$ cat src/vts_pkg.sv
// Package with constants and types for the vector table select unlock block.
package vts_pkg;

  // ----------------------------------------
  // Register map
  // ----------------------------------------
  localparam logic [7:0] VTS_ADDR_MCU_CONTROL = 8'h00;
  localparam logic [7:0] VTS_ADDR_STATUS = 8'h01;
  localparam logic [7:0] VTS_MCU_CONTROL_RST = 8'h00;
  localparam int VTS_SELECT_BIT = 1;
  localparam int VTS_UNLOCK_BIT = 0;

  // ----------------------------------------
  // Timing
  // ----------------------------------------
  localparam int VTS_UNLOCK_CYCLES = 4;
  localparam logic [2:0] VTS_UNLOCK_CNT = 3'(VTS_UNLOCK_CYCLES);

  // ----------------------------------------
  // Addresses (word addresses of program flash)
  // ----------------------------------------
  localparam logic [15:0] VTS_APP_RESET_ADDR = 16'h0000;
  localparam logic [15:0] VTS_VECTOR_OFFSET = 16'h0002;
  // Boot section start per boot size fuse code 0..3; code 0 is the 8K byte section.
  localparam logic [15:0] VTS_BOOT_BASE_0 = 16'hf000;
  localparam logic [15:0] VTS_BOOT_BASE_1 = 16'hf800;
  localparam logic [15:0] VTS_BOOT_BASE_2 = 16'hfc00;
  localparam logic [15:0] VTS_BOOT_BASE_3 = 16'hfe00;

  typedef enum logic [1:0] {VTS_IDLE, VTS_OPEN, VTS_HOLD} vts_state_t;

  typedef struct packed {
    logic [7:0] control;
    vts_state_t state;
    logic [2:0] count;
    logic irq_block;
    logic irq_enable;
    logic [7:0] rdata;
    logic [15:0] reset_addr;
    logic [15:0] vector_base;
  } vts_regs_t;

endpackage

$ cat src/vts_unit.sv
// Vector table placement control with timed unlock and interrupt gating.
module vts_unit
  import vts_pkg::*;
(
  // Clock, reset and enable
  input wire logic clk_in,
  input wire logic nrst_in,
  input wire logic ce_in,
  // Register port
  input wire logic [7:0] addr_in,
  input wire logic [7:0] wdata_in,
  input wire logic wr_in,
  input wire logic rd_in,
  output logic [7:0] rdata_out,
  // Fuses and lock bits, programmed reads as zero
  input wire logic [1:0] boot_size_fuses_in,
  input wire logic boot_reset_fuse_in,
  input wire logic app_section_lock_bit_in,
  input wire logic boot_section_lock_bit_in,
  // Core status
  input wire logic executing_boot_in,
  input wire logic instr_done_in,
  // Outputs to the core
  output logic irq_enable_out,
  output logic vector_table_select_out,
  output logic [15:0] reset_addr_out,
  output logic [15:0] vector_base_out
);

  // ----------------------------------------
  // Reset release
  // ----------------------------------------
  logic [1:0] rst_sync;
  logic rst_n;

  always_ff @(posedge clk_in or negedge nrst_in) begin
    if (!nrst_in) begin
      rst_sync <= 2'b00;
    end else begin
      rst_sync <= {rst_sync[0], 1'b1};
    end
  end
  assign rst_n = rst_sync[1];

  // ----------------------------------------
  // State update
  // ----------------------------------------
  vts_regs_t r;
  vts_regs_t next_r;
  logic [15:0] boot_base;
  logic wr_ctl;
  logic sel_bit;
  logic unl_bit;
  logic select;
  logic lock_mask;

  always_comb begin
    // Fuse code picks the boot section start.
    case (boot_size_fuses_in)
      2'b00: boot_base = VTS_BOOT_BASE_0;
      2'b01: boot_base = VTS_BOOT_BASE_1;
      2'b10: boot_base = VTS_BOOT_BASE_2;
      default: boot_base = VTS_BOOT_BASE_3;
    endcase
  end

  assign wr_ctl = wr_in && (addr_in == VTS_ADDR_MCU_CONTROL);
  assign sel_bit = wdata_in[VTS_SELECT_BIT];
  assign unl_bit = wdata_in[VTS_UNLOCK_BIT];
  assign select = r.control[VTS_SELECT_BIT];

  always_comb begin
    next_r = r;
    lock_mask = 1'b0;
    case (r.state)
      VTS_IDLE: begin
        if (wr_ctl) begin
          // Select bit is kept; other control bits store freely.
          next_r.control = {wdata_in[7:2], select, 1'b0};
          if (unl_bit) begin
            next_r.control[VTS_UNLOCK_BIT] = 1'b1;
            next_r.state = VTS_OPEN;
            next_r.count = VTS_UNLOCK_CNT - 3'd1;
          end
        end
      end
      VTS_OPEN: begin
        if (wr_ctl && !unl_bit) begin
          // Select write inside the window takes effect and closes it.
          next_r.control = {wdata_in[7:2], sel_bit, 1'b0};
          next_r.state = VTS_HOLD;
        end else if (r.count == 3'd0) begin
          next_r.control[VTS_UNLOCK_BIT] = 1'b0;
          next_r.state = VTS_IDLE;
        end else begin
          if (wr_ctl) begin
            next_r.control[7:2] = wdata_in[7:2];
          end
          next_r.count = r.count - 3'd1;
        end
      end
      VTS_HOLD: begin
        // Stay blocked until the instruction after the select write ends.
        if (instr_done_in) begin
          next_r.state = VTS_IDLE;
        end
      end
      default: begin
        next_r.state = VTS_IDLE;
      end
    endcase

    next_r.irq_block = (next_r.state != VTS_IDLE);

    // Boot lock gating uses the placement in force now.
    if (select && app_section_lock_bit_in == 1'b0 && !executing_boot_in) begin
      lock_mask = 1'b1;
    end
    if (!select && boot_section_lock_bit_in == 1'b0 && executing_boot_in) begin
      lock_mask = 1'b1;
    end
    // The core's global flag is not touched here; this gate sits after it.
    next_r.irq_enable = !next_r.irq_block && !lock_mask;

    if (rd_in) begin
      case (addr_in)
        VTS_ADDR_MCU_CONTROL: next_r.rdata = r.control;
        VTS_ADDR_STATUS: next_r.rdata = {6'h00, r.irq_block, r.irq_enable};
        default: next_r.rdata = 8'h00;
      endcase
    end else begin
      next_r.rdata = 8'h00;
    end

    // Vector base and reset address from fuses and placement.
    if (next_r.control[VTS_SELECT_BIT]) begin
      next_r.vector_base = boot_base + VTS_VECTOR_OFFSET;
    end else begin
      next_r.vector_base = VTS_APP_RESET_ADDR + VTS_VECTOR_OFFSET;
    end
    next_r.reset_addr = (boot_reset_fuse_in == 1'b0) ? boot_base : VTS_APP_RESET_ADDR;
  end

  always_ff @(posedge clk_in or negedge rst_n) begin
    if (!rst_n) begin
      r.control <= VTS_MCU_CONTROL_RST;
      r.state <= VTS_IDLE;
      r.count <= 3'd0;
      r.irq_block <= 1'b0;
      r.irq_enable <= 1'b0;
      r.rdata <= 8'h00;
      r.reset_addr <= VTS_APP_RESET_ADDR;
      r.vector_base <= VTS_VECTOR_OFFSET;
    end else if (ce_in) begin
      r <= next_r;
    end
  end

  // ----------------------------------------
  // Outputs
  // ----------------------------------------
  assign rdata_out = r.rdata;
  assign irq_enable_out = r.irq_enable;
  assign vector_table_select_out = r.control[VTS_SELECT_BIT];
  assign reset_addr_out = r.reset_addr;
  assign vector_base_out = r.vector_base;

endmodule

$ cat config.mk
export PLATFORM = sky130hd
export DESIGN_NAME = vts_unit
export DESIGN_NICKNAME = d
export VERILOG_FILES = /design/src/vts_pkg.sv /design/src/vts_unit.sv
export SDC_FILE = /design/constraint.sdc
export NUM_CORES = 1
export LEC_CHECK = 0
export ABC_AREA = 1
export BUFFER_PORTS_ARGS = -buffer_cell sky130_fd_sc_hd__clkbuf_2
export CAP_MARGIN = 15
export CORE_ASPECT_RATIO = 0.6
export CORE_MARGIN = 2
export CORE_UTILIZATION = 49
export DETAILED_ROUTE_END_ITERATION = 7
export PLACE_DENSITY = 0.89
export SKIP_CTS_REPAIR_TIMING = 1
export SLEW_MARGIN = 5
export SYNTH_ARGS = -nofsm -noshare
export SYNTH_HDL_FRONTEND = slang
export SYNTH_SLANG_ARGS = --single-unit
$ cat constraint.sdc
create_clock -name clk_in -period 1.5 [get_ports clk_in]
set_clock_uncertainty 0.15 [all_clocks]
set_input_delay 0.075 -clock clk_in [delete_from_list [all_inputs] [get_ports clk_in]]
set_output_delay 0.075 -clock clk_in [all_outputs]
set_load 0.02 [all_outputs]
After elaboration in Yosys (flattened, before gate mapping)
Index checks and enable logic that the tools add are counted.
{ "word_totals": {"ff_bits": 57, "output_inout_bits": 42} }
{ "op_classes": {"addsub": 2, "n_eq_ne": 12, "n_mux": 21, "n_bitwise": 2, "reduce_logical": 21} }
{ "ops": {"columns": ["cell", "n"], "rows": [
  ["12-bit case mux with 3 select lines", 1],
  ["16-bit 2-to-1 mux", 2],
  ["8-bit case mux with 2 select lines", 2],
  ["6-bit 2-to-1 mux", 4],
  ["16-bit by 2-bit adder with 16-bit output, second input constant", 1],
  ["13-bit 2-to-1 mux", 1],
  ["3-bit 2-to-1 mux", 4],
  ["3-bit != test, second input constant", 3],
  ["8-bit by 1-bit equality test with 1-bit output, second input constant", 1],
  ["8-bit logical NOT", 1],
  ["8-bit 2-to-1 mux", 1],
  ["2-bit != test, second input constant", 4],
  ["1-bit logical AND", 7],
  ["2-bit case mux with 3 select lines", 1],
  ["3-bit case mux with 2 select lines", 1],
  ["6-bit AND reduction", 1],
  ["1-bit logical NOT", 5],
  ["5-bit AND reduction", 1],
  ["2-bit by 1-bit equality test with 1-bit output, second input constant", 2],
  ["2-bit equality test, second input constant", 2],
  ["2-bit logical NOT", 2],
  ["4-bit AND reduction", 1],
  ["2-bit nonzero test", 2],
  ["3-bit logical NOT", 1],
  ["other kinds (4)", 7]
]} }

Depth between registers and ports, before layout
Gate-level depths: netlist of run 1.
{ "depth": {"ltp_word": 8, "depth_mapped": 10} }

Worst setup path after synthesis of run 1
OpenSTA, ideal clock, no wires.
{ "synth_path": {"path_kind": "flip-flop to flip-flop", "startpoint": "register r[42] (netlist bit)", "endpoint": "register r[49] (netlist bit)", "setup_time_ps": 116, "arrival_ps": 1130, "t_required_ps": 1234, "path_slack_ps": 103, "path_stages_with_launch": 11, "path_buffers": 0, "path_cell_list": "dfrtp_1 > inv_1 > ha_1 > inv_1 > nor2_1 > nand3_1 > nand2_1 > nor2_4 > inv_2 > nand2_1 > nand2_1"} }
{ "synth_between": {"elab_chain_cells": 3} }
{ "synth_rtl": {"columns": ["item", "line", "text"], "rows": [
  ["from (decl)", "vts_unit.sv:48", "vts_regs_t r;"],
  ["from (signal assigned)", "vts_unit.sv:155", "r <= next_r;"],
  ["3-bit logical NOT", "vts_unit.sv:92", "end else if (r.count == 3'd0) begin"],
  ["3-bit != test (no line)", null, null],
  ["5-bit AND reduction (no line)", null, null]
]} }
Every way passes these cells.
A chain may end at the register's enable or synchronous reset.

Final worst setup path of run 1
{ "layout_path": {"startpoint": "register r[43] (netlist bit)", "endpoint": "register r[52] (netlist bit)"} }
Same word-level chain as after synthesis.

==> reports/metrics.yaml, run 1 <==
setup_viol_count_final: 6
worstPathMaxFanout: 4
syn_to_final_growth_pct: 25.3
rsz0062_at_grt: "true"
final_common_cell: "clkbuf_2"
max_freq_mhz: 657
pwr-share-comb_pct: 17.3
syn_area_per_cell_um2: 8.67
synth_cell_type_count: 30
gp_routability_congestion: 0.872
drtIter0Drc: 92
final_hold_viol_count: 1
core_um2: 3620
drive_above_1_share_pct: 38.6
leakage_uw: 0.00123
end_kind: "flip-flop"
cap_violations: 0
synth-seq-area-share_pct: 44.2
wl_per_cell_um: 12.3
p_clk_share_pct: 35.5
fin_ws_ns: -0.0217
swShare_pct: 27.8
port_buffers: 51
nets: 294
rows: 17
peakVddDrop_v: 0.000488
root_buffer: "clkbuf_8"
drc: 0
preCtsSetupSlack_ns: -0.0417
vias_per_cell: 4.87
grt_antenna_before_repair: 0
yosysTopAreaCellShare_pct: 44.2
synth-async-reset-ratio_pct: 100
globalRouteOverflowTotal: 0
hp-class: "in -> reg"
htreeDepth: 2
fp.dieArea_um2: 4220
p_per_area_nw_per_um2: 867
violations: "negative hold slack, negative setup slack"
cts_tree: "done"
clk_pin_slew_worst_paths_ns: 0.06
synth-seq-cells: 32
synthTopCellsByArea: "dfrtp_1 44%, buf_4 17%, nand2_1 11%"
grt_usage_pct: 18.2
clk_latency_ns: 0.28
synthFlopType: "dfrtp_1"
clk_path_buf_depth: 2
firstDrtPassIters: 4
internal_power_uw: 1420
worstPathCellList: "inv_2 -> ha_4 -> inv_4 -> nor2_4 -> nand3_2 -> nand2_2 -> nor2_4 -> buf_12 -> nand2_2 -> nand2_1"
holdWs_ns: -0.154
ant_nets: 0
grt_pass1_vias: 1307
fillers: 309
worst-setup-path-type: "reg -> reg"
synth-edff-count: 0
yosysTopAreaCell: "dfrtp_1"
routed_wirelength_mm: 3.83
start_util_pct: 50.1
layout_common_cells: "51 x clkbuf_2, 44 x nand2_1, 32 x dfrtp_1"
pwr-share-seq_pct: 47.2
finalSetupTns_ns: -0.103
p_switching_uw: 547
cts_buffers: 5
period_share_pct: 101
num_vias: 1515
die_h_um: 51.1
syn_area_um2: 1810
status: "complete, but fails checks"
grt_pass1_wl_mm: 5.66
fin_crit_ns: 1.52
yosysWarnings: 0
maxSlewViolCount: 0
startpoint_type: "flip-flop"
ios: 70
diodes: 0
cts_sinks: 32
synth_cells: 209
cp_slowest_cell: "dfrtp_1"
cp.arrival_ns: 1.54
cp_data_required_time_ns: 1.52
critPathMaxStageDelay_ns: 0.39
die_w_um: 82.5
dpl.hpwl_mm: 2.66
grt_max_degree: 31
-- final timing paths --
| path | start | endpoint | slack, ns | depth (start not counted) |
|---|---|---|---|---|
| setup / recovery | r[43] | r[52] | -0.02 | 10 |
| hold / removal | wdata_in[6] | r[53] | -0.15 | 3 |
| setup reg to reg | r[43] | r[52] | -0.02 | 10 |
| hold reg to reg | rst_sync[1] | vector_base_out[11] | 0.10 | 1 |
| max in group asynchronous | nrst_in | rst_sync[1] | 0.59 | 3 |
| min in group asynchronous | rst_sync[1] | vector_base_out[11] | 0.10 | 1 |
-- worst max-delay path, delay by kind of cell (launching register included) --
| kind | cells | cell delay (ns) |
|---|---|---|
| and+or+nand+nor | 6 | 0.47 |
| DFF | 1 | 0.39 |
| buffers and inverters | 3 | 0.26 |
| adders and majority gates | 1 | 0.14 |
-- power by group through the flow --
| stage | sequential, uW | combinational (uW) | clock (uW) |
|---|---|---|---|
| global route | 936 | 381 | 754 |
| CTS | 930 | 311 | 710 |
| detailed placement | 945 | 310 | 0 |
| global placement | 943 | 305 | 0 |
| floorplan | 960 | 267 | 0 |
| finish | 930 | 340 | 699 |
-- state kept, by name, summed over array words and instances, names as in the netlist --
name,count
reset_addr_out,4
rst_sync,2
irq_enable_out,1
r,13
vector_base_out,4
rdata_out,8
-- per-stage QoR --
stage	area (um^2)	std cells	power, uW	hold WS, ns	utilization (%)
after floorplan	1880	226	1230	-0.371	-
final	2270	311	1970	-0.154	62.8
after global routing	2270	311	2070	-0.141	62.8
after CTS	2010	294	1950	-0.589	55.6
after detailed placement	1910	287	1260	-0.288	52.9
after global placement	1910	287	1250	-0.288	52.9
-- layer usage --
layer,share of wire (%),vias up,global-route usage (%)
met5,0,-,0
met4,1.8,0,7.92
met3,7.4,10,5.83
met2,49,62,28.8
met1,41,716,23.0
li1,-,727,-
-- cell type report --
type                    count  area [um^2]  area share (%)
flip-flops and latches     32          801            35.3
multi-input cells         134          758            33.4
repair buffers             74          487            21.4
clock buffers               7         96.3            4.24
inverters                  17         68.8            3.03
well taps                  47         58.8            2.59
-- synth_stat cells, types with 2 or more instances --
cell type,instances
nand3_1,7
inv_1,13
nand2_4,2
o21ai_1,3
nor2_4,3
a22o_1,2
nand2_1,55
a32o_1,6
nand4_1,4
inv_2,4
buf_4,40
nor2_1,14
o22ai_1,2
dfrtp_1,32
o21ai_0,5
conb_1,2
ha_1,2
-- logic make-up after synthesis --
family                   count (synthesis)  synth area share [%]
other                                    2                 0.415
buffers and inverters                   60                  21.2
flip-flops                              32                  44.2
AND/OR/NAND/NOR                         92                  24.3
adder cells (fa/ha/maj)                  2                  1.38
AO/OA/AOI/OAI                           21                  8.49
(Power assumes the default switching activity.)
==> inputs of run 2 (changes only) <==
Settings changed: MAX_ROUTING_LAYER from default to met4.
==> run 2 against run 1 <==
Compared with the run above: the flow still finishes with violations (negative hold slack, negative setup slack); setup slack improved by 0.012 ns; first-iteration DRC count unchanged; cell count unchanged; combinational power about the same; die area unchanged; total power about the same; clock power about the same; sequential power about the same; count of clock-buffer cells in the layout unchanged; register-to-register slack about the same; critical path type unchanged; critical endpoint unchanged; largest cell class unchanged; largest power group unchanged; highest routed layer unchanged.
==> reports/metrics.yaml, run 2 (synthesis results as in run 1) <==
leakage_uw: 0.00123  # unchanged
firstDrtPassIters: 4  # unchanged
grt_max_degree: 31  # unchanged
cts_buffers: 5  # unchanged
die_h_um: 51.1  # unchanged
cp.arrival_ns: 1.53  # about the same
violations: "negative hold slack, negative setup slack"
diodes: 0  # unchanged
fp.dieArea_um2: 4220  # unchanged
final_common_cell: "clkbuf_2"
p_total_uw: 1970  # about the same
crit_family: "simple AND/OR/NAND/NOR gates"
regMostFlops: "r"
clk_latency_ns: 0.28  # about the same
cts_tree: "done"
critPathMaxStageDelay_ns: 0.40  # about the same
dpl.hpwl_mm: 2.66  # unchanged
cp_data_required_time_ns: 1.52  # about the same
root_buffer: "clkbuf_8"
clk_pin_slew_worst_paths_ns: 0.06  # about the same
num_vias: 1480  # -2.3%
max_freq_mhz: 662  # +0.79%
crit_cells: 10  # unchanged
cts_sinks: 32  # unchanged
min_from: "wdata_in[6]"
critPathBufInv: 3  # unchanged
layout_common_cells: "51 x clkbuf_2, 44 x nand2_1, 32 x dfrtp_1"
grt_pass1_vias: 1306  # -0.077%
drtIter0Drc: 92  # unchanged
seq_area_um2: 801  # unchanged
grt_antenna_before_repair: 0  # unchanged
drc: 0  # unchanged
holdWs_ns: -0.154  # +0.000652 ns
cp_slowest_cell: "dfrtp_1"
rrSetupSlack_ns: -0.01  # about the same
worstPathMaxFanout: 4  # unchanged
drive_above_1_share_pct: 38.6  # unchanged
peakVddDrop_v: 0.000491  # +0.68%
routed_wirelength_mm: 3.80  # -0.78%
syn_to_final_growth_pct: 25.3  # unchanged
rr_endpoint: "r[52]"
startpoint_type: "flip-flop"
status: "complete, but fails checks"
grt_pass1_wl_mm: 5.67  # +0.12%
die_w_um: 82.5  # unchanged
core_um2: 3620  # unchanged
setup_viol_count_final: 5  # -1
hp-class: "in -> reg"
fin_crit_ns: 1.51  # -0.0120 ns
nets: 294  # unchanged
worst-setup-path-type: "reg -> reg"
rr_worst_depth: 10  # unchanged
start_util_pct: 50.1  # unchanged
cap_violations: 0  # unchanged
wl_per_cell_um: 12.2  # -0.78%
rows: 17  # unchanged
r2r-start: "r[42]"
worstPathCellList: "inv_2 -> ha_4 -> inv_4 -> nor2_4 -> nand3_2 -> nand2_2 -> nor2_4 -> buf_12 -> nand2_2 -> nand2_1"
endpoint: "r[52]"
multiInputGateArea_um2: 758  # unchanged
ios: 70  # unchanged
rsz0062_at_grt: "true"
grt_usage_pct: 18.7  # +0.50 points
final_design_area_no_fill_um2: 2270  # unchanged
cp-startpoint: "r[42]"
vias_per_cell: 4.76  # -2.3%
place_area_um2: 1910  # unchanged
fillers: 309  # unchanged
clk_path_buf_depth: 2  # unchanged
end_kind: "flip-flop"
final_hold_viol_count: 1  # unchanged
globalRouteOverflowTotal: 0  # unchanged
port_buffers: 51  # unchanged
largest_register_ffs: 13  # unchanged
htreeDepth: 2  # unchanged
fin_ws_ns: -0.00974  # +0.0120 ns
ant_nets: 0  # unchanged
period_share_pct: 101  # -0.80 points
maxSlewViolCount: 0  # unchanged
gp_routability_congestion: 0.887  # +1.6%
p_per_area_nw_per_um2: 868  # about the same
run 2: cell counts in the layout (fill, tap and decap cells not counted):
No cell type changed its count.
run 2: where the power goes:
group          switching (uW)  leakage (uW)  total, uW  internal (uW)
combinational             226      0.000749        340            114
clock                     292     0.0000503        700            408
sequential               30.5      0.000429        930            899
run 2: worst register-to-register path, stage by stage, from the launching register on:
cell	delay, ns
dfrtp_1	0.40
inv_2	0.08
ha_4	0.13
inv_4	0.03
nor2_4	0.14
nand3_2	0.10
nand2_2	0.09
nor2_4	0.06
buf_12	0.14
nand2_2	0.04
nand2_1	0.04
run 2: worst min-delay path by stage:
stage / end / slack [ns] / cells after the start
2_1_floorplan: rst_sync[0] / -0.37 / 0
3_3_place_gp: rst_sync[0] / -0.29 / 1
3_5_place_dp: rst_sync[0] / -0.29 / 1
4_1_cts: rst_sync[0] / -0.59 / 1
5_1_grt: r[53] / -0.14 / 3
6_report: r[53] / -0.15 / 3
run 2: layout make-up:
type,instances,area share (%)
flip-flops and latches,32,35.3
multi-input cells,134,33.4
repair buffers,74,21.4
clock buffers,7,4.24
inverters,17,3.03
well taps,47,2.59
run 2: metal layers:
layer	part of all wire, %	up-vias	track usage [%]
met3	6.4	11	5.83
met5	0	-	-
met2	49	51	28.8
met1	42	688	23.0
met4	1.8	0	7.92
li1	-	730	-
run 2: per-stage QoR:
stage | hold slack, ns | util, % | setup slack (ns) | setup TNS, ns | std cells
2_1_floorplan | -0.371 | - | 0.103 | 0 | 226
3_3_place_gp | -0.288 | 52.9 | 0.0125 | 0 | 287
3_5_place_dp | -0.288 | 52.9 | -0.0417 | -0.179 | 287
4_1_cts | -0.589 | 55.6 | -0.0574 | -0.298 | 294
5_1_grt | -0.141 | 62.8 | -0.102 | -0.766 | 311
6_report | -0.154 | 62.8 | -0.00974 | -0.0391 | 311
==> inputs of run 3 (changes only) <==
Settings changed: GPL_ROUTABILITY_DRIVEN from default to 0, SETUP_SLACK_MARGIN from default to 0.4.
==> run 3 against run 2 <==
Compared with the run above: the run ends with negative hold slack left; non-clock buffer count is 7 lower; worst hold slack better by 0.10 ns; sequential cell count stayed put; wire length is 5.2% lower; clock power is 17% higher; design area is 1.7% lower; critical endpoint is now r[54]; critical path type unchanged; via count is 2.5% lower.
==> reports/metrics.yaml, run 3 (synthesis results as in run 1) <==
crit_family: "simple AND/OR/NAND/NOR gates"
rsz0062_at_grt: "true"
finalSetupTns_ns: 0  # +0.0391 ns
grt_max_degree: 31  # unchanged
drtIter0Drc: 34  # -63%
end_kind: "flip-flop"
cp-startpoint: "r[43]"
num_vias: 1443  # -2.5%
swShare_pct: 27.8  # -0.063 points
place_area_um2: 1910  # about the same
regMostFlops: "r"
final_common_cell: "nand2_1"
critPathBufInv: 3  # unchanged
critPathMaxStageDelay_ns: 0.37  # -0.03 ns
cap_violations: 0  # unchanged
p_total_uw: 2130  # +8.2%
violations: "negative hold slack"
status: "complete, but fails checks"
vias_per_cell: 4.73  # -0.58%
layout_common_cells: "48 x nand2_1, 42 x clkbuf_2, 30 x dfrtp_1"
ios: 70  # unchanged
syn_to_final_growth_pct: 23.1
layoutNonFillerInstCount: 305  # -1.9%
worst-setup-path-type: "reg -> reg"
cts_tree: "done"
root_buffer: "clkbuf_8"
core_um2: 3620  # unchanged
largest_register_ffs: 13  # unchanged
p_switching_uw: 592  # +7.9%
cts_sinks: 32  # unchanged
pwr-share-comb_pct: 17.5  # +0.2 points
clk_path_buf_depth: 2  # unchanged
final_hold_viol_count: 5  # +4
fp.dieArea_um2: 4220  # unchanged
dpl.hpwl_mm: 2.57  # -3.3%
p_per_area_nw_per_um2: 955  # +10%
busiest_layer: "met2"
nets: 287  # -2.4%
grt_antenna_before_repair: 0  # unchanged
grt_pass1_vias: 1200  # -8.1%
cp_slowest_cell: "dfrtp_1"
p_clk_share_pct: 38.5  # +3.0 points
port_buffers: 51  # unchanged
drc: 0  # unchanged
routed_wirelength_mm: 3.60  # -5.2%
wl_per_cell_um: 11.8  # -3.3%
clk_latency_ns: 0.29  # about the same
period_share_pct: 99.3  # -1.4 points
startpoint_type: "flip-flop"
htreeDepth: 2  # unchanged
drive_above_1_share_pct: 36.8  # -1.8 points
final_design_area_no_fill_um2: 2230  # -1.7%
rrSetupSlack_ns: 0.01  # +0.02 ns
worstPathMaxFanout: 7  # +3
min_from: "instr_done_in"
placed_cells: 286  # -0.35%
grt_usage_pct: 17.9  # -0.82 points
r2r-start: "r[43]"
grtUsageMet2_pct: 27.2  # -1.6 points
cp_data_required_time_ns: 1.53  # about the same
leakage_uw: 0.00119  # -2.7%
cts_buffers: 5  # unchanged
globalRouteOverflowTotal: 0  # unchanged
diodes: 0  # unchanged
start_util_pct: 50.1  # unchanged
max_freq_mhz: 672  # +1.4%
grt_pass1_wl_mm: 5.38  # -5.2%
holdWs_ns: -0.0536  # +0.0999 ns
firstDrtPassIters: 4  # unchanged
fin_crit_ns: 1.49  # -0.0210 ns
worstPathCellList: "inv_2 -> ha_4 -> inv_2 -> nor2_2 -> nand3_1 -> nand2_2 -> nor2_4 -> inv_4 -> nand2_1 -> nand2_1"
cp.arrival_ns: 1.52  # about the same
setup_viol_count_final: 0  # -5
clk_pin_slew_worst_paths_ns: 0.07  # about the same
use_met3_pct: 5.83  # unchanged
hp-class: "in -> reg"
internal_power_uw: 1540  # +8.3%
met1_usage_pct: 23.3  # +0.27 points
rows: 17  # unchanged
ant_nets: 0  # unchanged
maxSlewViolCount: 0  # unchanged
pwr-share-seq_pct: 44.0  # -3.2 points
peakVddDrop_v: 0.000593  # +21%
die_h_um: 51.1  # unchanged
die_w_um: 82.5  # unchanged
## run 3: path summary, 6_finish.rpt
path | end | depth (start not counted)
max | r[54] | 10
min | r[46] | 4
max reg2reg | r[54] | 10
min reg2reg | r[51] | 1
max in group asynchronous | rst_sync[1] | 3
min in group asynchronous | r[51] | 1
## run 3: layout make-up
cell class,count,area [um^2]
clock buffer,5,68.8
clock inverter,3,42.5
fill,321,1390
inverter,17,66.3
multi-input combinational,134,734
sequential,32,803
tap,47,58.8
timing repair buffer,67,457
## run 3: tightest hold or removal path, cell delays in order
cell      delay, ns
clkbuf_2       0.08
o31ai_1        0.06
inv_1          0.06
a22oi_1        0.06
## run 3: layer usage
metal	part of all wire, %	up-vias	wire, um
li1	-	708	-
met1	45	688	1630
met2	48	44	1720
met3	6.1	3	221
met4	0.75	0	27
met5	0	-	0
## run 3: metrics by stage
| step | setup WS, ns | utilization, % | hold WS [ns] |
|---|---|---|---|
| final | 0.0112 | 61.7 | -0.0536 |
| after global placement | 0.0370 | 52.9 | -0.289 |
| after global routing | -0.0819 | 61.7 | -0.0371 |
| after detailed placement | 0.00904 | 52.9 | -0.287 |
| after floorplan | 0.147 | - | -0.371 |
| after CTS | 0.00795 | 56.0 | -0.598 |
## run 3: power by group through the flow
stage               sequential (uW)  combinational, uW  clock [uW]
global placement                943                304           0
global route                    943                410         875
detailed placement              945                309           0
finish                          938                372         820
CTS                             929                310         834
floorplan                       960                267           0
